**config.mk**
```make
export PLATFORM = sky130hd
export DESIGN_NAME = counter_array
export DESIGN_NICKNAME = d
export VERILOG_FILES = /design/src/pkg/counter_array_pkg.sv /design/src/core/counter_array.sv
export SDC_FILE = /design/constraint.sdc
export NUM_CORES = 1
export LEC_CHECK = 0
export BUFFER_PORTS_ARGS = -buffer_cell sky130_fd_sc_hd__buf_2
export CORE_MARGIN = 5
export CORE_UTILIZATION = 40
export CTS_BUF_LIST = sky130_fd_sc_hd__clkbuf_4 sky130_fd_sc_hd__clkbuf_8
export DETAILED_ROUTE_END_ITERATION = 12
export SLEW_MARGIN = 20
export SYNTH_ARGS = -nofsm -noshare
export SYNTH_HDL_FRONTEND = slang
export SYNTH_SLANG_ARGS = --single-unit
```
**constraint.sdc**
```tcl
create_clock -name i_ref_clk -period 2.1 [get_ports i_ref_clk]
set_input_delay 0.525 -clock i_ref_clk [delete_from_list [all_inputs] [get_ports i_ref_clk]]
set_output_delay 0.525 -clock i_ref_clk [all_outputs]
set_load 0.05 [all_outputs]
```
**src/pkg/counter_array_pkg.sv**
```systemverilog
// Shared constants and types of the programmable counter array.
package counter_array_pkg;

  // ----------------------------------------------------------------------
  // Geometry
  // ----------------------------------------------------------------------
  localparam int NUM_MODULES = 5;
  localparam int WATCHDOG_MODULE = 4;
  localparam int DIV6_LAST = 5;
  localparam logic [1:0] AXI_OKAY = 2'h0;
  localparam logic [1:0] AXI_SLVERR = 2'h2;

  // ----------------------------------------------------------------------
  // Register byte offsets
  // ----------------------------------------------------------------------
  localparam logic [7:0] OFS_MODE = 8'h00;
  localparam logic [7:0] OFS_CONTROL = 8'h04;
  localparam logic [7:0] OFS_COUNTER = 8'h08;
  localparam logic [7:0] OFS_MODULE_MODE = 8'h10;
  localparam logic [7:0] OFS_CAPTURE = 8'h30;
  localparam logic [7:0] MODULE_STRIDE = 8'h04;

  // ----------------------------------------------------------------------
  // Field positions
  // ----------------------------------------------------------------------
  localparam int BIT_IDLE_STOP = 7;
  localparam int BIT_WATCHDOG_ENABLE = 6;
  localparam int BIT_SOURCE_HI = 2;
  localparam int BIT_SOURCE_LO = 1;
  localparam int BIT_OVF_IRQ_ENABLE = 0;
  localparam int BIT_OVERFLOW_FLAG = 7;
  localparam int BIT_RUN_CONTROL = 6;

  // ----------------------------------------------------------------------
  // Reset values
  // ----------------------------------------------------------------------
  localparam logic [7:0] RST_MODE = 8'h00;
  localparam logic [15:0] RST_COUNTER = 16'h0000;
  localparam logic [15:0] RST_CAPTURE = 16'h0000;
  localparam logic [7:0] RST_DUTY = 8'h00;
  localparam logic [2:0] RST_PRESCALE = 3'h0;

  // ----------------------------------------------------------------------
  // Types
  // ----------------------------------------------------------------------
  typedef enum logic [1:0] {
    SRC_DIV6 = 2'b00,
    SRC_DIV2 = 2'b01,
    SRC_TIMER0 = 2'b10,
    SRC_EXT = 2'b11
  } count_source_t;

  typedef struct packed {
    logic reserved;
    logic compare_enable;
    logic rise_capture_enable;
    logic fall_capture_enable;
    logic match_enable;
    logic toggle_enable;
    logic pwm_enable;
    logic module_irq_enable;
  } module_mode_t;

  localparam module_mode_t RST_MODULE_MODE = '0;

endpackage : counter_array_pkg

```
**src/core/counter_array.sv**
```systemverilog
// Programmable counter array: time base, five compare/capture modules, AXI.
`timescale 1ns/10ps

// Operation
// - Counter advances on clock/6, clock/2, timer 0 overflow or pin.
// - Source code 00 div6, 01 div2, 10 timer 0 overflow, 11 external.
// - With idle stop set the counter halts during processor idle.
// - Counter runs only while run control is set.
// - Overflow sets the overflow flag; interrupt only with its enable.
// - Overflow flag is cleared only by a software write.
// - Each module has an event flag set by match or capture.
// - Modules offer capture, software timer, fast output and 8-bit PWM.
// - Module flag interrupts only with that module's interrupt enable.
// - Toggle enable inverts the module pin on each compare match.
// - Match enable sets the module flag on each compare match.
// - Fall and rise enables arm capture edges; both arm either edge.
// - Comparator works only with compare enable set.
// - Armed pin transition copies counter bytes into the capture pair.
// - Capture interrupts only when flag and interrupt enable are set.
// - Compare plus match enables give software timer mode.
// - Toggle, match and compare enables give high-speed output mode.
// - PWM mode needs PWM enable and compare enable.
// - PWM output low while low byte below duty, high otherwise.
// - Duty byte reloads from high compare byte when low byte wraps.
// - All PWM outputs share the counter frequency; duty is per module.
// - Watchdog match on module four raises internal reset, not the pin.
module counter_array
  import counter_array_pkg::*;
#(
  parameter int ADDR_W = 8
) (
  input wire logic i_ref_clk,
  input wire logic i_rst_n,
  input wire logic [ADDR_W-1:0] i_awaddr,
  input wire logic i_awvalid,
  output logic o_awready,
  input wire logic [31:0] i_wdata,
  input wire logic [3:0] i_wstrb,
  input wire logic i_wvalid,
  output logic o_wready,
  output logic [1:0] o_bresp,
  output logic o_bvalid,
  input wire logic i_bready,
  input wire logic [ADDR_W-1:0] i_araddr,
  input wire logic i_arvalid,
  output logic o_arready,
  output logic [31:0] o_rdata,
  output logic [1:0] o_rresp,
  output logic o_rvalid,
  input wire logic i_rready,
  input wire logic i_cpu_idle,
  input wire logic i_timer0_overflow,
  input wire logic i_ext_count_input,
  input wire logic [NUM_MODULES-1:0] i_module_io_pin,
  output logic [NUM_MODULES-1:0] o_module_io_out,
  output logic [NUM_MODULES-1:0] o_module_io_oe,
  output logic o_irq,
  output logic o_internal_reset
);

  // ----------------------------------------------------------------------
  // State
  // ----------------------------------------------------------------------
  logic aw_got_r, aw_got_nxt, w_got_r, w_got_nxt;
  logic [ADDR_W-1:0] awaddr_r, awaddr_nxt;
  logic [31:0] wdata_r, wdata_nxt;
  logic [3:0] wstrb_r, wstrb_nxt;
  logic bvalid_r, bvalid_nxt, rvalid_r, rvalid_nxt;
  logic [1:0] bresp_r, bresp_nxt, rresp_r, rresp_nxt;
  logic [31:0] rdata_r, rdata_nxt;

  logic [7:0] mode_r, mode_nxt;
  logic run_r, run_nxt, ovf_flag_r, ovf_flag_nxt;
  logic [NUM_MODULES-1:0] evt_flag_r, evt_flag_nxt;
  logic [15:0] cnt_r, cnt_nxt;
  logic [2:0] pre_r, pre_nxt;
  logic eval_r, eval_nxt;
  module_mode_t mmode_r [NUM_MODULES];
  module_mode_t mmode_nxt [NUM_MODULES];
  logic [15:0] cap_r [NUM_MODULES];
  logic [15:0] cap_nxt [NUM_MODULES];
  logic [7:0] duty_r [NUM_MODULES];
  logic [7:0] duty_nxt [NUM_MODULES];
  logic [NUM_MODULES-1:0] out_r, out_nxt, oe_r, oe_nxt;
  logic irq_r, irq_nxt, wdrst_r, wdrst_nxt;

  logic [2:0] ext_sync_r;
  logic [2:0] pin_sync_r [NUM_MODULES];

  logic wr_fire, step, wr_mode, wr_ctrl, wr_cnt;
  logic [NUM_MODULES-1:0] wr_mmode, wr_cap, hit, cap_evt, pwm_on;
  logic [15:0] cnt_plus;
  logic src_tick, ext_rise, wrap_low;

  // ----------------------------------------------------------------------
  // Decoding helpers
  // ----------------------------------------------------------------------
  function automatic logic hits_slot(input logic [ADDR_W-1:0] addr,
                                     input logic [7:0] base, input int idx);
    logic [7:0] slot;
    slot = base + 8'(idx * 4);
    return addr[7:0] == slot && (ADDR_W == 8 || addr >> 8 == '0);
  endfunction : hits_slot

  function automatic logic [15:0] merge16(input logic [15:0] old,
                                          input logic [31:0] data,
                                          input logic [3:0] strb);
    logic [15:0] res;
    res = old;
    if (strb[0]) begin
      res[7:0] = data[7:0];
    end
    if (strb[1]) begin
      res[15:8] = data[15:8];
    end
    return res;
  endfunction : merge16

  // ----------------------------------------------------------------------
  // Input synchronisers
  // ----------------------------------------------------------------------
  // Third stage only serves edge detection, so the first stays clean.
  always_ff @(posedge i_ref_clk or negedge i_rst_n) begin
    if (!i_rst_n) begin
      ext_sync_r <= 3'h0;
    end else begin
      ext_sync_r <= {ext_sync_r[1:0], i_ext_count_input};
    end
  end

  genvar g;
  generate
    for (g = 0; g < NUM_MODULES; g++) begin : g_pin
      always_ff @(posedge i_ref_clk or negedge i_rst_n) begin
        if (!i_rst_n) begin
          pin_sync_r[g] <= 3'h0;
        end else begin
          pin_sync_r[g] <= {pin_sync_r[g][1:0], i_module_io_pin[g]};
        end
      end
      always_comb begin
        // Capture uses the second and third stages only.
        cap_evt[g] = (mmode_r[g].rise_capture_enable &&
                      pin_sync_r[g][1] && !pin_sync_r[g][2]) ||
                     (mmode_r[g].fall_capture_enable &&
                      !pin_sync_r[g][1] && pin_sync_r[g][2]);
        pwm_on[g] = mmode_r[g].pwm_enable &&
                    mmode_r[g].compare_enable;
        hit[g] = eval_r && mmode_r[g].compare_enable && !pwm_on[g] &&
                 cnt_r == cap_r[g];
        wr_mmode[g] = wr_fire && hits_slot(awaddr_r, OFS_MODULE_MODE, g);
        wr_cap[g] = wr_fire && hits_slot(awaddr_r, OFS_CAPTURE, g);
      end
    end
  endgenerate

  // ----------------------------------------------------------------------
  // Bus slave
  // ----------------------------------------------------------------------
  assign o_awready = !aw_got_r && !bvalid_r;
  assign o_wready = !w_got_r && !bvalid_r;
  assign o_arready = !rvalid_r;
  assign o_bvalid = bvalid_r;
  assign o_bresp = bresp_r;
  assign o_rvalid = rvalid_r;
  assign o_rresp = rresp_r;
  assign o_rdata = rdata_r;

  assign wr_fire = aw_got_r && w_got_r && !bvalid_r;
  assign wr_mode = wr_fire && hits_slot(awaddr_r, OFS_MODE, 0);
  assign wr_ctrl = wr_fire && hits_slot(awaddr_r, OFS_CONTROL, 0);
  assign wr_cnt = wr_fire && hits_slot(awaddr_r, OFS_COUNTER, 0);

  always_comb begin
    logic mapped;
    mapped = 1'b0;
    aw_got_nxt = aw_got_r;
    w_got_nxt = w_got_r;
    awaddr_nxt = awaddr_r;
    wdata_nxt = wdata_r;
    wstrb_nxt = wstrb_r;
    bvalid_nxt = bvalid_r;
    bresp_nxt = bresp_r;
    rvalid_nxt = rvalid_r;
    rresp_nxt = rresp_r;
    rdata_nxt = rdata_r;
    if (i_awvalid && o_awready) begin
      aw_got_nxt = 1'b1;
      awaddr_nxt = i_awaddr;
    end
    if (i_wvalid && o_wready) begin
      w_got_nxt = 1'b1;
      wdata_nxt = i_wdata;
      wstrb_nxt = i_wstrb;
    end
    if (wr_fire) begin
      aw_got_nxt = 1'b0;
      w_got_nxt = 1'b0;
      bvalid_nxt = 1'b1;
      bresp_nxt = (wr_mode || wr_ctrl || wr_cnt || |wr_mmode || |wr_cap) ?
                  AXI_OKAY : AXI_SLVERR;
    end else if (bvalid_r && i_bready) begin
      bvalid_nxt = 1'b0;
    end
    if (i_arvalid && o_arready) begin
      rdata_nxt = 32'h0000_0000;
      if (hits_slot(i_araddr, OFS_MODE, 0)) begin
        mapped = 1'b1;
        rdata_nxt[7:0] = mode_r;
      end
      if (hits_slot(i_araddr, OFS_CONTROL, 0)) begin
        mapped = 1'b1;
        rdata_nxt[BIT_OVERFLOW_FLAG] = ovf_flag_r;
        rdata_nxt[BIT_RUN_CONTROL] = run_r;
        rdata_nxt[NUM_MODULES-1:0] = evt_flag_r;
      end
      if (hits_slot(i_araddr, OFS_COUNTER, 0)) begin
        mapped = 1'b1;
        rdata_nxt[15:0] = cnt_r;
      end
      for (int i = 0; i < NUM_MODULES; i++) begin
        if (hits_slot(i_araddr, OFS_MODULE_MODE, i)) begin
          mapped = 1'b1;
          rdata_nxt[7:0] = mmode_r[i];
        end
        if (hits_slot(i_araddr, OFS_CAPTURE, i)) begin
          mapped = 1'b1;
          rdata_nxt[15:0] = cap_r[i];
        end
      end
      rvalid_nxt = 1'b1;
      rresp_nxt = mapped ? AXI_OKAY : AXI_SLVERR;
    end else if (rvalid_r && i_rready) begin
      rvalid_nxt = 1'b0;
    end
  end

  always_ff @(posedge i_ref_clk or negedge i_rst_n) begin
    if (!i_rst_n) begin
      aw_got_r <= 1'b0;
      w_got_r <= 1'b0;
      awaddr_r <= '0;
      wdata_r <= 32'h0000_0000;
      wstrb_r <= 4'h0;
      bvalid_r <= 1'b0;
      bresp_r <= AXI_OKAY;
      rvalid_r <= 1'b0;
      rresp_r <= AXI_OKAY;
      rdata_r <= 32'h0000_0000;
    end else begin
      aw_got_r <= aw_got_nxt;
      w_got_r <= w_got_nxt;
      awaddr_r <= awaddr_nxt;
      wdata_r <= wdata_nxt;
      wstrb_r <= wstrb_nxt;
      bvalid_r <= bvalid_nxt;
      bresp_r <= bresp_nxt;
      rvalid_r <= rvalid_nxt;
      rresp_r <= rresp_nxt;
      rdata_r <= rdata_nxt;
    end
  end

  // ----------------------------------------------------------------------
  // Time base
  // ----------------------------------------------------------------------
  assign ext_rise = ext_sync_r[1] && !ext_sync_r[2];
  assign cnt_plus = cnt_r + 16'h0001;
  assign wrap_low = step && cnt_r[7:0] == 8'hFF;

  always_comb begin
    case (count_source_t'(mode_r[BIT_SOURCE_HI:BIT_SOURCE_LO]))
      SRC_DIV6: src_tick = pre_r == 3'(DIV6_LAST);
      SRC_DIV2: src_tick = pre_r[0];
      SRC_TIMER0: src_tick = i_timer0_overflow;
      SRC_EXT: src_tick = ext_rise;
      default: src_tick = 1'b0;
    endcase
    // Halted counting also freezes the divider so a restart resumes its phase.
    step = run_r && src_tick &&
           !(mode_r[BIT_IDLE_STOP] && i_cpu_idle);
    pre_nxt = pre_r;
    if (run_r && !(mode_r[BIT_IDLE_STOP] && i_cpu_idle)) begin
      pre_nxt = (pre_r == 3'(DIV6_LAST)) ? RST_PRESCALE : pre_r + 3'h1;
    end
    cnt_nxt = cnt_r;
    eval_nxt = 1'b0;
    if (wr_cnt) begin
      cnt_nxt = merge16(cnt_r, wdata_r, wstrb_r);
      eval_nxt = 1'b1;
    end else if (step) begin
      cnt_nxt = cnt_plus;
      eval_nxt = 1'b1;
    end
    mode_nxt = mode_r;
    run_nxt = run_r;
    if (wr_mode && wstrb_r[0]) begin
      mode_nxt = wdata_r[7:0] & 8'hC7;
    end
    if (wr_ctrl && wstrb_r[0]) begin
      run_nxt = wdata_r[BIT_RUN_CONTROL];
    end
    // Writing zero clears a flag; a same-cycle hardware set still wins.
    ovf_flag_nxt = ovf_flag_r;
    if (wr_ctrl && wstrb_r[0]) begin
      ovf_flag_nxt = ovf_flag_r && wdata_r[BIT_OVERFLOW_FLAG];
    end
    if (step && cnt_r == 16'hFFFF) begin
      ovf_flag_nxt = 1'b1;
    end
  end

  // ----------------------------------------------------------------------
  // Compare and capture modules
  // ----------------------------------------------------------------------
  always_comb begin
    logic [NUM_MODULES-1:0] pend;
    pend = '0;
    wdrst_nxt = 1'b0;
    // Flags live in this process only, so the module sets below win.
    evt_flag_nxt = evt_flag_r;
    if (wr_ctrl && wstrb_r[0]) begin
      evt_flag_nxt = evt_flag_r & wdata_r[NUM_MODULES-1:0];
    end
    for (int i = 0; i < NUM_MODULES; i++) begin
      mmode_nxt[i] = mmode_r[i];
      cap_nxt[i] = cap_r[i];
      duty_nxt[i] = duty_r[i];
      out_nxt[i] = out_r[i];
      if (wr_mmode[i] && wstrb_r[0]) begin
        mmode_nxt[i] = module_mode_t'(wdata_r[7:0] & 8'h7F);
      end
      if (wr_cap[i]) begin
        cap_nxt[i] = merge16(cap_r[i], wdata_r, wstrb_r);
      end
      if (cap_evt[i]) begin
        cap_nxt[i] = cnt_r;
        evt_flag_nxt[i] = 1'b1;
      end
      if (hit[i] && mmode_r[i].match_enable) begin
        evt_flag_nxt[i] = 1'b1;
      end
      if (pwm_on[i]) begin
        if (wrap_low) begin
          duty_nxt[i] = cap_r[i][15:8];
        end
        out_nxt[i] = cnt_r[7:0] >= duty_r[i];
      end else if (hit[i] && mmode_r[i].toggle_enable) begin
        out_nxt[i] = !out_r[i];
      end
      oe_nxt[i] = pwm_on[i] || (mmode_r[i].compare_enable &&
                                mmode_r[i].toggle_enable);
      pend[i] = evt_flag_r[i] && mmode_r[i].module_irq_enable;
    end
    if (hit[WATCHDOG_MODULE] && mode_r[BIT_WATCHDOG_ENABLE]) begin
      wdrst_nxt = 1'b1;
    end
    irq_nxt = |pend || (ovf_flag_r && mode_r[BIT_OVF_IRQ_ENABLE]);
  end

  always_ff @(posedge i_ref_clk or negedge i_rst_n) begin
    if (!i_rst_n) begin
      mode_r <= RST_MODE;
      run_r <= 1'b0;
      ovf_flag_r <= 1'b0;
      evt_flag_r <= '0;
      cnt_r <= RST_COUNTER;
      pre_r <= RST_PRESCALE;
      eval_r <= 1'b0;
      out_r <= '0;
      oe_r <= '0;
      irq_r <= 1'b0;
      wdrst_r <= 1'b0;
      for (int i = 0; i < NUM_MODULES; i++) begin
        mmode_r[i] <= RST_MODULE_MODE;
        cap_r[i] <= RST_CAPTURE;
        duty_r[i] <= RST_DUTY;
      end
    end else begin
      mode_r <= mode_nxt;
      run_r <= run_nxt;
      ovf_flag_r <= ovf_flag_nxt;
      evt_flag_r <= evt_flag_nxt;
      cnt_r <= cnt_nxt;
      pre_r <= pre_nxt;
      eval_r <= eval_nxt;
      out_r <= out_nxt;
      oe_r <= oe_nxt;
      irq_r <= irq_nxt;
      wdrst_r <= wdrst_nxt;
      for (int i = 0; i < NUM_MODULES; i++) begin
        mmode_r[i] <= mmode_nxt[i];
        cap_r[i] <= cap_nxt[i];
        duty_r[i] <= duty_nxt[i];
      end
    end
  end

  assign o_module_io_out = out_r;
  assign o_module_io_oe = oe_r;
  assign o_irq = irq_r;
  assign o_internal_reset = wdrst_r;

endmodule : counter_array

```
### After elaboration in Yosys (flattened, before gate mapping)

Cells that the tools add are included.
Widths: inputs -> output; s select.

| cells by class | value |
|---|---|
| add/subtract/negate cells | 2 |
| magnitude comparators | 5 |
| equality and inequality tests | 37 |
| multiplexer cells | 81 |
| bitwise logic cells | 1 |
| reduce and logical (&&, ||, !) cells | 194 |

Operators by type and width:

| cell | number |
|---|---|
| $mux 16 | 19 |
| $logic_and 1x1->1 | 99 |
| $eq 16x16->1 | 5 |
| $eq 8x6->1 const B | 10 |
| $eq 8x5->1 const B | 8 |
| $mux 8 | 8 |
| $reduce_bool 2->1 | 26 |
| $mux 1 | 47 |
| $ge 8x8->1 | 5 |
| $reduce_and 2->1 | 17 |
| $logic_not 1->1 | 26 |
| $add 16x1->16 const B | 1 |
| $eq 16x16->1 const B | 1 |
| $eq 8x3->1 const B | 2 |
| $eq 8x4->1 const B | 2 |
| $eq 8x7->1 const B | 2 |
| $logic_not 8->1 | 2 |
| $logic_or 1x1->1 | 15 |
| $reduce_bool 3->1 | 5 |
| $reduce_or 5->1 | 3 |
| $mux 5 | 2 |
| $eq 8x8->1 const B | 1 |
| $mux 2 | 3 |
| $and 5x5->5 | 1 |
| other kinds (8) | 10 |

| storage, ports and cells | value |
|---|---|
| register bits after elaboration | 267 |
| input bits | 67 |
| output and inout bits | 53 |
| word-level logic and storage cells | 406 |

### Depth between registers and ports, before layout

Gate-level depths: netlist (run 1).

| depth | value |
|---|---|
| word-level depth | 16 |
| mapped depth | 9 |

### Worst setup path before layout (run 1)

OpenSTA, ideal clock, no wires.

| timing | value |
|---|---|
| path type | register to register |
| start | reg bvalid_r (netlist: o_bvalid) |
| end | reg wdata_r[10] |
| library setup time | 125 ps |
| arrival | 2606 ps |
| required time | 1975 ps |
| setup slack | -631 ps |
| stages on the path, launching flop included | 6 |
| clock period less this slack | 2731 ps |
| cells stage by stage | dfrtp_1 -> nor2_1 -> and2_1 -> clkbuf_1 -> buf_1 -> mux2_2 |

| between the ends | value |
|---|---|
| word-level cells in the longest chain between the ends | 3 |

RTL lines:

| element | RTL line | RTL |
|---|---|---|
| start: declaration | counter_array.sv:68 | `logic bvalid_r, bvalid_nxt, rvalid_r, rvalid_nxt;` |
| start signal: assignment | counter_array.sv:256 | `bvalid_r <= bvalid_nxt;` |
| $logic_not 1->1 | counter_array.sv:161 | `assign o_wready = !w_got_r && !bvalid_r;` |
| $logic_and 1x1->1 | counter_array.sv:161 |  |
| net o_wready | counter_array.sv:40 | `output logic o_wready,` |
| $logic_and 1x1->1 | counter_array.sv:191 | `if (i_wvalid && o_wready) begin` |
| end signal: assignment | counter_array.sv:254 | `wdata_r <= wdata_nxt;` |
| end: declaration | counter_array.sv:66 | `logic [31:0] wdata_r, wdata_nxt;` |

The timed path passes the listed nets, and every way through them passes these cells.
A chain may end at the register's enable or synchronous reset.

### Final worst setup path (run 1)

| timing | value |
|---|---|
| start | reg cnt_r[2] |
| end | reg out_r[1] (netlist: o_module_io_out[1]) |

| between the ends | value |
|---|---|
| word-level cells in the longest chain between the ends | 4 |
| elaborated cells between the ends (all ways) | 6 |
| those cells by class | order compare: 1; eq/ne: 1; mux: 1; reduce/logical: 3 |

RTL lines:

| element | RTL line | RTL |
|---|---|---|
| start: declaration | counter_array.sv:75 | `logic [15:0] cnt_r, cnt_nxt;` |
| start signal: assignment | counter_array.sv:384 | `cnt_r <= cnt_nxt;` |
| parallel branches: the longest is 4 deep, another holds $ge 8x8->1 | - |  |
| end signal: assignment | counter_array.sv:387 | `out_r <= out_nxt;` |
| end: declaration | counter_array.sv:84 | `logic [NUM_MODULES-1:0] out_r, out_nxt, oe_r, oe_nxt;` |

Parallel ways; which one is timed is not known.

==> impl_metrics.toml, run 1 <==
[status]
status = "complete, but fails checks"
violations = "negative setup slack"

[sta]
skew_ps = 22.5
slew_headroom = 0.399
drv_slew = 0
max_clock_freq_mhz = 473
hold_violations = 0
fin_crit_sh = 1.01
setup_viol = 3
tightest_slew_ps = 902
fin_crit_ps = 2120
rsz0062_at_grt = "true"
whs_ps = 36.3
fin_ws_ps = -16.3

[power]
ir_drop_mv = 0.968
power.density_nw_per_um2 = 1020
switching_share = 0.385
internal-power_mw = 11.9
combPwrFrac = 0.313
p_clk_frac = 0.263
p_leak_nw = 8.71
pwr-share-seq = 0.424
p_sw_mw = 7.47

[route]
wire_per_inst_um = 22.2
ant_nets = 0
remaining_drc_errors = 0
vias_per_cell = 5.59
drt_iter0_markers = 1263
firstDrtPassIters = 8
vias = 12300
totalWireLength_mm = 49.1

[clocking]
cts_tree = "built"
cts_buffers = 48
numClockSinks = 265
clk_latency_ps = 600
clock-root-buffer = "clkbuf_8"
clkTransAtPathRegs_ps = 60
clock_path_buffers = 3
ctsHtreeMaxLevel = 2

[yosys]
synth_edf_count = 0
yosysWarnings = 0
synth_most_common_cell = "dfrtp_1"
synth_common_cells = "dfrtp_1 (265), nor2_1 (113), a21oi_1 (112)"
ys.flop_type = "dfrtp_1"
yosys.area.top_type = "dfrtp_1"
yosysSeqAreaShare = 0.446
avgSynthCellArea_um2 = 10.2
yosys-top-cells-area = "dfrtp_1 (45%), mux2i_1 (6.7%), mux2_2 (4.9%)"
async_reset_ff_frac = 1.00
ys_ff_latch = 265
synth_top_area_frac = 0.446
netlist_instances = 1451
ys_types = 80
synth_area_um2 = 14900

[final_layout]
fin_cells = 2211
area_growth_pct = 27.9
fill_cells = 3328
num_antenna_cells = 0
drive_gt1_frac = 0.336
post-route-util = 0.518
fin_nets = 1818

[worst_setup_path]
reg2reg_depth = 8
required_ps = 2550
crit_path_start_kind = "flip-flop"
rrSetupSlack_ps = -20
timing.rr.end = "o_module_io_out[1]$_DFFE_PN0P_"
worstPathMaxFanout = 6
r2r-start = "cnt_r[2]$_DFFE_PN0P_"
endpoint_kind = "flip-flop"
path_class = "flip-flop to flip-flop"
arrival_ps = 2560

[global_route]
antenna_found_initial = 0
grt_overflow = 0
grt_pass1_wl_mm = 73.5
grt_usage = 0.231
grt_pass1_vias = 12100
grt_max_degree = 75

[placement]
gp_congestion = 0.969
dpl_worst_slack_ps = -259
hpwl_mm = 35.6
placed_cells = 2094
io_buffers = 83

[floorplanning]
coreArea_um2 = 36700
die_area_um2 = 41100
start_util = 0.405
chipHeight_um = 203
die_w_um = 203
placementRows = 70
ios = 120

[hold_path]
worstHoldPathType = "input pin to flip-flop"
min_path_cells = 1
whs_endpoint = "pin_sync_r[9]$_DFF_PN0_"
hold_start = "i_module_io_pin[1]"

[job]
drv_cap = 0
==> critical path, cell delays in order, from the launching register on <==
cell,delay (ps)
dfrtp_2,470
buf_6,160
xnor2_2,150
nand4_1,110
or4_4,560
nor4_2,150
buf_4,170
xnor2_2,100
a22oi_1,90
==> cells by family after synthesis <==
family | synth area share
multiplexers | 0.149
AO/OA/AOI/OAI | 0.139
flip-flops | 0.446
adder cells (fa/ha/maj) | 0.0345
XOR/XNOR | 0.0518
buffers and inverters | 0.0473
other | 0.000252
AND/OR/NAND/NOR | 0.132
==> cell type report <==
class	count	area [um^2]	area share
clock inverter	11	95.1	0.00500
timing repair buffer	299	2480	0.130
clock buffer	72	897	0.0472
sequential	265	6640	0.349
inverter	47	176	0.00927
multi-input combinational	1049	8150	0.428
tap	468	586	0.0308
==> power groups by stage <==
stage	combinational, mW	sequential [mW]	clock [mW]
after CTS	5.72	8.08	5.22
after floorplan	3.62	7.45	0
after global placement	5.42	8.16	0
final	6.08	8.22	5.10
after global routing	6.61	8.33	5.44
after detailed placement	5.52	8.19	0
==> flip-flops by register name, indices dropped and copies added, names as in the netlist, 2 cells and up <==
| register | count |
|---|---|
| cap_r | 80 |
| duty_r | 40 |
| mmode_r | 35 |
| cnt_r | 16 |
| o_rdata | 16 |
| wdata_r | 16 |
| pin_sync_r | 15 |
| awaddr_r | 8 |
| evt_flag_r | 5 |
| mode_r | 5 |
| o_module_io_oe | 5 |
| o_module_io_out | 5 |
| ext_sync_r | 3 |
| pre_r | 3 |
| wstrb_r | 2 |
==> metal layers <==
metal	vias to the layer above	GRT usage	routed length, um
met3	94	0.0541	4070
met1	6060	0.324	21500
li1	5684	-	-
met4	0	0.0691	1500
met5	-	0	0
met2	511	0.357	22000
==> placed cells by master (no fill, tap or decap), types with 9 or more instances in the layout <==
cell type / n
buf_2: 81
nor2_1: 103
mux2_4: 62
nand3b_1: 12
xnor2_2: 10
a31oi_1: 13
clkbuf_4: 15
buf_4: 170
buf_12: 27
nand3_1: 28
nand2_1: 89
dfrtp_1: 257
nor3_1: 12
clkbuf_8: 57
a22oi_1: 17
conb_1: 18
xor2_1: 41
nand4_1: 14
nand2b_1: 9
ha_1: 40
xnor2_1: 37
o21ai_1: 10
a21oi_1: 104
nor2b_1: 9
a221oi_1: 10
mux2_2: 44
inv_1: 47
o21ai_0: 61
mux2i_1: 100
buf_6: 15
a21o_1: 11
==> how the worst max path moves through the flow <==
stage / startpoint / end / slack, ps / cells past startpoint
after detailed placement: i_araddr[7] / o_rdata[9]$_DFFE_PN0P_ / -260 / 10
final: cnt_r[2]$_DFFE_PN0P_ / o_module_io_out[1]$_DFFE_PN0P_ / -20 / 8
after global placement: i_araddr[7] / o_rdata[9]$_DFFE_PN0P_ / -250 / 10
after CTS: cnt_r[1]$_DFFE_PN0P_ / duty_r[4]$_DFFE_PN0P_ / -60 / 8
after global routing: o_bvalid$_DFFE_PN0P_ / mmode_r[5]$_DFFE_PN0P_ / -90 / 7
after floorplan: o_bvalid$_DFFE_PN0P_ / run_r$_DFFE_PN0P_ / -50 / 6
==> per-stage QoR <==
step                      total power [mW]  TNS, ps  area (um^2)
after floorplan                       11.1    -49.5        15000
after global placement                13.6    -6630        17100
after detailed placement              13.7    -9070        17100
after CTS                             19.0    -1450        18400
after global routing                  20.4    -2040        19000
final                                 19.4    -35.9        19000
==> what timing repair did <==
item | 4_1_cts | 5_1_grt
pin swaps | 19 | 47
resized for setup | 49 | 107
cloned | 0 | 2
endpoints found under the hold margin | 31 | 0
setup buffers | 8 | 23
setup endpoints to repair | 83 | 136
hold buffers | 3 | 0
(Power assumes the default switching activity.)
==> run 2, diff against run 1 <==
Settings changed: REMOVE_ABC_BUFFERS set to 1.
==> run 2 against run 1 <==
  * The run still ends with negative setup slack left
  * Register-to-register slack about the same
  * Critical path depth increased by 1
  * Clock power increased by 2%
  * Flip-flop and latch count unchanged
  * Count of clock-buffer cells in the layout increased by 5
  * Via count decreased by 0.59%
  * Die area unchanged
  * Non-clock buffer count decreased by 7
  * Combinational power decreased by 4.9%
  * Sequential power decreased by 0.6%
  * First-iteration DRC count decreased by 38%
  * Core utilization decreased by 0.93 points
  * Critical path type unchanged
==> impl_metrics.toml, run 2 (synthesized netlist as in run 1, its figures left out) <==
[clocking]
clock_path_buffers = 3
cts_tree = "built"
clkTransAtPathRegs_ps = 60
ctsHtreeMaxLevel = 2
clk_latency_ps = 600
numClockSinks = 265
clock-root-buffer = "clkbuf_8"
cts_buffers = 47

[final_layout]
largestRegisters = "cap_r (80), duty_r (40), mmode_r (35)"
fin_nets = 1810
fin_cells = 2208
num_antenna_cells = 0
largest_register_ff_count = 80
final_cell_mix = "dfrtp_1 (261), buf_4 (176), nor2_1 (112)"
regMostFlops = "cap_r"
layout_commonest_cell = "dfrtp_1"
drive_gt1_frac = 0.317
area_growth_pct = 25.6

[global_route]
grt_usage = 0.235
grt_overflow = 0
grt_pass1_vias = 12400
grt_max_degree = 52
grt_pass1_wl_mm = 74.8
antenna_found_initial = 0

[power]
p_sw_mw = 7.36
p_clk_frac = 0.272
p_leak_nw = 8.63
switching_share = 0.384
pwr-share-seq = 0.427
combPwrFrac = 0.302
ir_drop_mv = 0.790
finalPower_mw = 19.1
internal-power_mw = 11.8
power.density_nw_per_um2 = 1020

[worst_setup_path]
crit_end = "duty_r[7]$_DFFE_PN0P_"
endpoint_kind = "flip-flop"
cp-startpoint = "cnt_r[1]$_DFFE_PN0P_"
required_ps = 2550
rrSetupSlack_ps = -20
timing.rr.end = "duty_r[7]$_DFFE_PN0P_"
path_class = "flip-flop to flip-flop"
crit_path_start_kind = "flip-flop"
reg2reg_depth = 9
r2r-start = "cnt_r[1]$_DFFE_PN0P_"
arrival_ps = 2570
worstPathMaxFanout = 8

[sta]
tightest_slew_ps = 941
skew_ps = 30.4
fin_ws_ps = -19.8
max_clock_freq_mhz = 472
slew_headroom = 0.373
fin_crit_sh = 1.01
rsz0062_at_grt = "true"
setup_viol = 13
hold_violations = 0
fin_crit_ps = 2120
drv_slew = 0

[floorplanning]
placementRows = 70
start_util = 0.405
die_w_um = 203
chipHeight_um = 203
ios = 120
die_area_um2 = 41100
coreArea_um2 = 36700

[route]
totalWireLength_mm = 49.3
remaining_drc_errors = 0
vias_per_cell = 5.56
drt_iter0_markers = 782
firstDrtPassIters = 5
ant_nets = 0
vias = 12300
wire_per_inst_um = 22.3

[placement]
placed_cells = 2110
hpwl_mm = 36.6
gp_congestion = 0.978
io_buffers = 83

[status]
status = "complete, but fails checks"
violations = "negative setup slack"

[hold_path]
worstHoldPathType = "input pin to flip-flop"

[job]
drv_cap = 0
[run 2: per-layer routing]
metal / up-vias / global-route usage / wire length, um
met1: 6083 / 0.322 / 21800
met5: - / 0 / 0
met2: 411 / 0.370 / 22700
li1: 5680 / - / -
met4: 0 / 0.0948 / 1820
met3: 102 / 0.0431 / 2980
[run 2: power groups by stage]
| stage | sequential [mW] | combinational (mW) | clock (mW) |
|---|---|---|---|
| detailed placement | 8.16 | 5.52 | 0 |
| global placement | 8.11 | 5.40 | 0 |
| CTS | 8.09 | 5.63 | 5.32 |
| floorplan | 7.71 | 3.11 | 0 |
| global route | 8.30 | 6.31 | 5.58 |
| finish | 8.17 | 5.78 | 5.20 |
[run 2: timing repair]
action                                  in CTS  in global routing
hold buffers                                 1                  0
setup buffers                                3                  7
resized for setup                           16                 85
endpoints found under the setup margin      46                106
endpoints found under the hold margin       44                  0
cloned                                       0                  0
pin swaps                                   13                 21
[run 2: worst min path at each step]
stage / from / to / slack, ps / cells after the start
after detailed placement: pin_sync_r[3]$_DFF_PN0_ / pin_sync_r[4]$_DFF_PN0_ / 340 / 0
after floorplan: i_rst_n / aw_got_r$_DFFE_PN0P_ / 230 / 0
final: i_module_io_pin[1] / pin_sync_r[9]$_DFF_PN0_ / 40 / 1
after CTS: i_module_io_pin[1] / pin_sync_r[9]$_DFF_PN0_ / 10 / 1
after global routing: i_module_io_pin[1] / pin_sync_r[9]$_DFF_PN0_ / 10 / 1
after global placement: pin_sync_r[6]$_DFF_PN0_ / pin_sync_r[7]$_DFF_PN0_ / 330 / 0
[run 2: area by class of cell]
class | instances | area (um^2)
Tap cell | 468 | 586
Timing Repair Buffer | 292 | 2280
Inverter | 47 | 176
Clock buffer | 77 | 978
Fill cell | 3330 | 18000
Sequential cell | 265 | 6640
Clock inverter | 10 | 58.8
Multi-Input combinational cell | 1049 | 7970
[run 2: per-stage QoR]
| step | cell area [um^2] | util | setup slack (ps) | hold WS, ps | TNS (ps) |
|---|---|---|---|---|---|
| after global routing | 18700 | 0.509 | -89.9 | 13.0 | -3070 |
| after detailed placement | 17200 | 0.467 | -330 | 338 | -8820 |
| after global placement | 17100 | 0.467 | -353 | 334 | -7930 |
| after CTS | 18300 | 0.499 | -3.34 | 10.4 | -3.34 |
| after floorplan | 14400 | - | -1030 | 229 | -97270 |
| final | 18700 | 0.509 | -19.8 | 44.3 | -50.3 |
[run 2: worst max-delay path, stage by stage, from the launching register on]
cell	delay [ps]
dfrtp_1	380
ha_2	190
and4_4	250
nand2_4	70
a211oi_4	160
buf_6	150
nand2_4	50
buf_12	170
nor2_8	230
mux2_4	320
==> run 3, diff against run 2 <==
Settings changed: CORE_ASPECT_RATIO set to 0.5.
==> run 3 against run 2 <==
  * The flow still finishes with violations (negative setup slack)
  * Register-to-register slack got worse by 60 ps
  * Flip-flop and latch count unchanged
  * Clock power decreased by 8.8%
  * Combinational power increased by 9.0%
  * Non-clock buffer count increased by 1
  * Die area increased by 0.57%
  * Clock skew decreased by 2.9 ps
  * Final cell count about the same
  * Critical path type unchanged
==> impl_metrics.toml, run 3 (synthesized netlist as in run 1, its figures left out) <==
[clocking]
cts_tree = "built"
clock_path_buffers = 3
numClockSinks = 265
clkTransAtPathRegs_ps = 70
clock-root-buffer = "clkbuf_8"
cts_buffers = 43
clk_latency_ps = 580
ctsHtreeMaxLevel = 2

[route]
vias_per_cell = 5.69
drt_iter0_markers = 1149
firstDrtPassIters = 6
vias = 12600
totalWireLength_mm = 51.5
ant_nets = 0
remaining_drc_errors = 0
wire_per_inst_um = 23.3

[power]
p_leak_nw = 8.56
pwr-share-seq = 0.424
switching_share = 0.398
p_sw_mw = 7.62
p_clk_frac = 0.247
combPwrFrac = 0.329
internal-power_mw = 11.5
ir_drop_mv = 0.442
power.density_nw_per_um2 = 1030

[global_route]
antenna_found_initial = 1
grt_max_degree = 54
grt_pass1_vias = 12700
grt_overflow = 0
grt_usage = 0.245
grt_pass1_wl_mm = 77.8
top_usage_layer = "met2"
grtUsageMet3 = 0.0697
met1_usage = 0.356
use_met2 = 0.365

[placement]
hpwl_mm = 37.9
gp_congestion = 0.992
io_buffers = 83
placed_cells = 2124

[worst_setup_path]
worstPathMaxFanout = 8
endpoint_kind = "flip-flop"
required_ps = 2550
slowest_stage = "dfrtp_1"
cp_common_cell = "nand2_4"
crit_path_start_kind = "flip-flop"
cp_cell_sequence = "ha_2 -> and4_4 -> nand2_4 -> a211oi_4 -> nand2_4 -> buf_12 -> nor2_8 -> mux2_4"
cpPeakStageDelay_ps = 380
arrival_ps = 2620
path_class = "flip-flop to flip-flop"

[final_layout]
drive_gt1_frac = 0.319
largest_register_ff_count = 80
final_cell_mix = "dfrtp_1 (260), buf_4 (180), nor2_1 (110)"
regMostFlops = "cap_r"
fill_cells = 3279
fin_cells = 2210
fin_nets = 1807
area_growth_pct = 25.0
num_antenna_cells = 0
largestRegisters = "cap_r (80), duty_r (40), mmode_r (35)"
layout_commonest_cell = "dfrtp_1"

[sta]
fin_crit_ps = 2180
whs_ps = 55.9
skew_ps = 27.4
slew_headroom = 0.440
drv_slew = 0
fin_ws_ps = -78.3
setup_viol = 44
hold_violations = 0
fin_crit_sh = 1.04
max_clock_freq_mhz = 459
tightest_slew_ps = 841
rsz0062_at_grt = "true"

[job]
drv_cap = 0

[hold_path]
worstHoldPathType = "input pin to flip-flop"

[floorplanning]
die_area_um2 = 41400
chipHeight_um = 146
start_util = 0.410
ios = 120
coreArea_um2 = 36300
die_w_um = 283
placementRows = 49

[status]
status = "complete, but fails checks"
violations = "negative setup slack"
run 3: per-layer routing:
layer | vias up | wire length (um)
met5 | - | 0
met4 | 0 | 1180
met1 | 6247 | 23100
met2 | 573 | 22100
met3 | 94 | 5060
li1 | 5661 | -
run 3: worst paths after layout:
| kind | slack (ps) | depth (start not counted) | startpoint | end |
|---|---|---|---|---|
| min in group asynchronous | 480 | 2 | i_rst_n | duty_r[34]$_DFFE_PN0P_ |
| worst min register to register | 340 | 0 | pin_sync_r[0]$_DFF_PN0_ | pin_sync_r[1]$_DFF_PN0_ |
| max in group asynchronous | 910 | 3 | i_rst_n | mode_r[1]$_DFFE_PN0P_ |
| worst max-delay path | -80 | 8 | cnt_r[0]$_DFFE_PN0P_ | duty_r[8]$_DFFE_PN0P_ |
| worst min-delay path | 60 | 1 | i_ext_count_input | ext_sync_r[0]$_DFF_PN0_ |
| worst max register to register | -80 | 8 | cnt_r[0]$_DFFE_PN0P_ | duty_r[8]$_DFFE_PN0P_ |
run 3: cell type report:
class                      instances  area, um^2  share of cell area
inverter                          47         179             0.00963
sequential                       265        6640               0.357
tap                              484         606              0.0326
clock buffer                      68         861              0.0463
timing repair buffer             293        2280               0.123
multi-input combinational       1049        8000               0.431
clock inverter                     4        22.5             0.00121
run 3: power by group through the flow:
| stage | Sequential [mW] | Clock (mW) | Combinational [mW] |
|---|---|---|---|
| after global routing | 8.24 | 5.05 | 6.78 |
| final | 8.13 | 4.74 | 6.30 |
| after global placement | 8.04 | 0 | 5.71 |
| after detailed placement | 8.10 | 0 | 5.89 |
| after CTS | 8.03 | 4.82 | 5.96 |
| after floorplan | 7.71 | 0 | 3.11 |
run 3: through the flow:
step,utilization,setup TNS (ps),instance area [um^2],total power [mW],setup WS [ps]
global placement,0.473,-6810,17200,13.7,-265
global route,0.512,-4690,18600,20.1,-123
CTS,0.503,-900,18300,18.8,-73.5
finish,0.512,-1930,18600,19.2,-78.3
floorplan,-,-97270,14400,10.8,-1030
detailed placement,0.473,-9510,17200,14.0,-292
run 3: repair_timing:
| action | in CTS | in global routing |
|---|---|---|
| gates resized for setup | 47 | 59 |
| pin swaps | 14 | 31 |
| setup buffers | 4 | 9 |
| setup endpoints to repair | 69 | 74 |
| hold endpoints to repair | 45 | 0 |
| hold buffers | 1 | 0 |
run 3: worst max-delay path: cells and delay by family (launching register included):
kind	cells	cell delay [ps]
flip-flops	1	380
adder cells (fa/ha/maj)	1	200
AO/OA/AOI/OAI	1	320
buffers and inverters	1	170
multiplexers	1	330
AND/OR/NAND/NOR	4	640
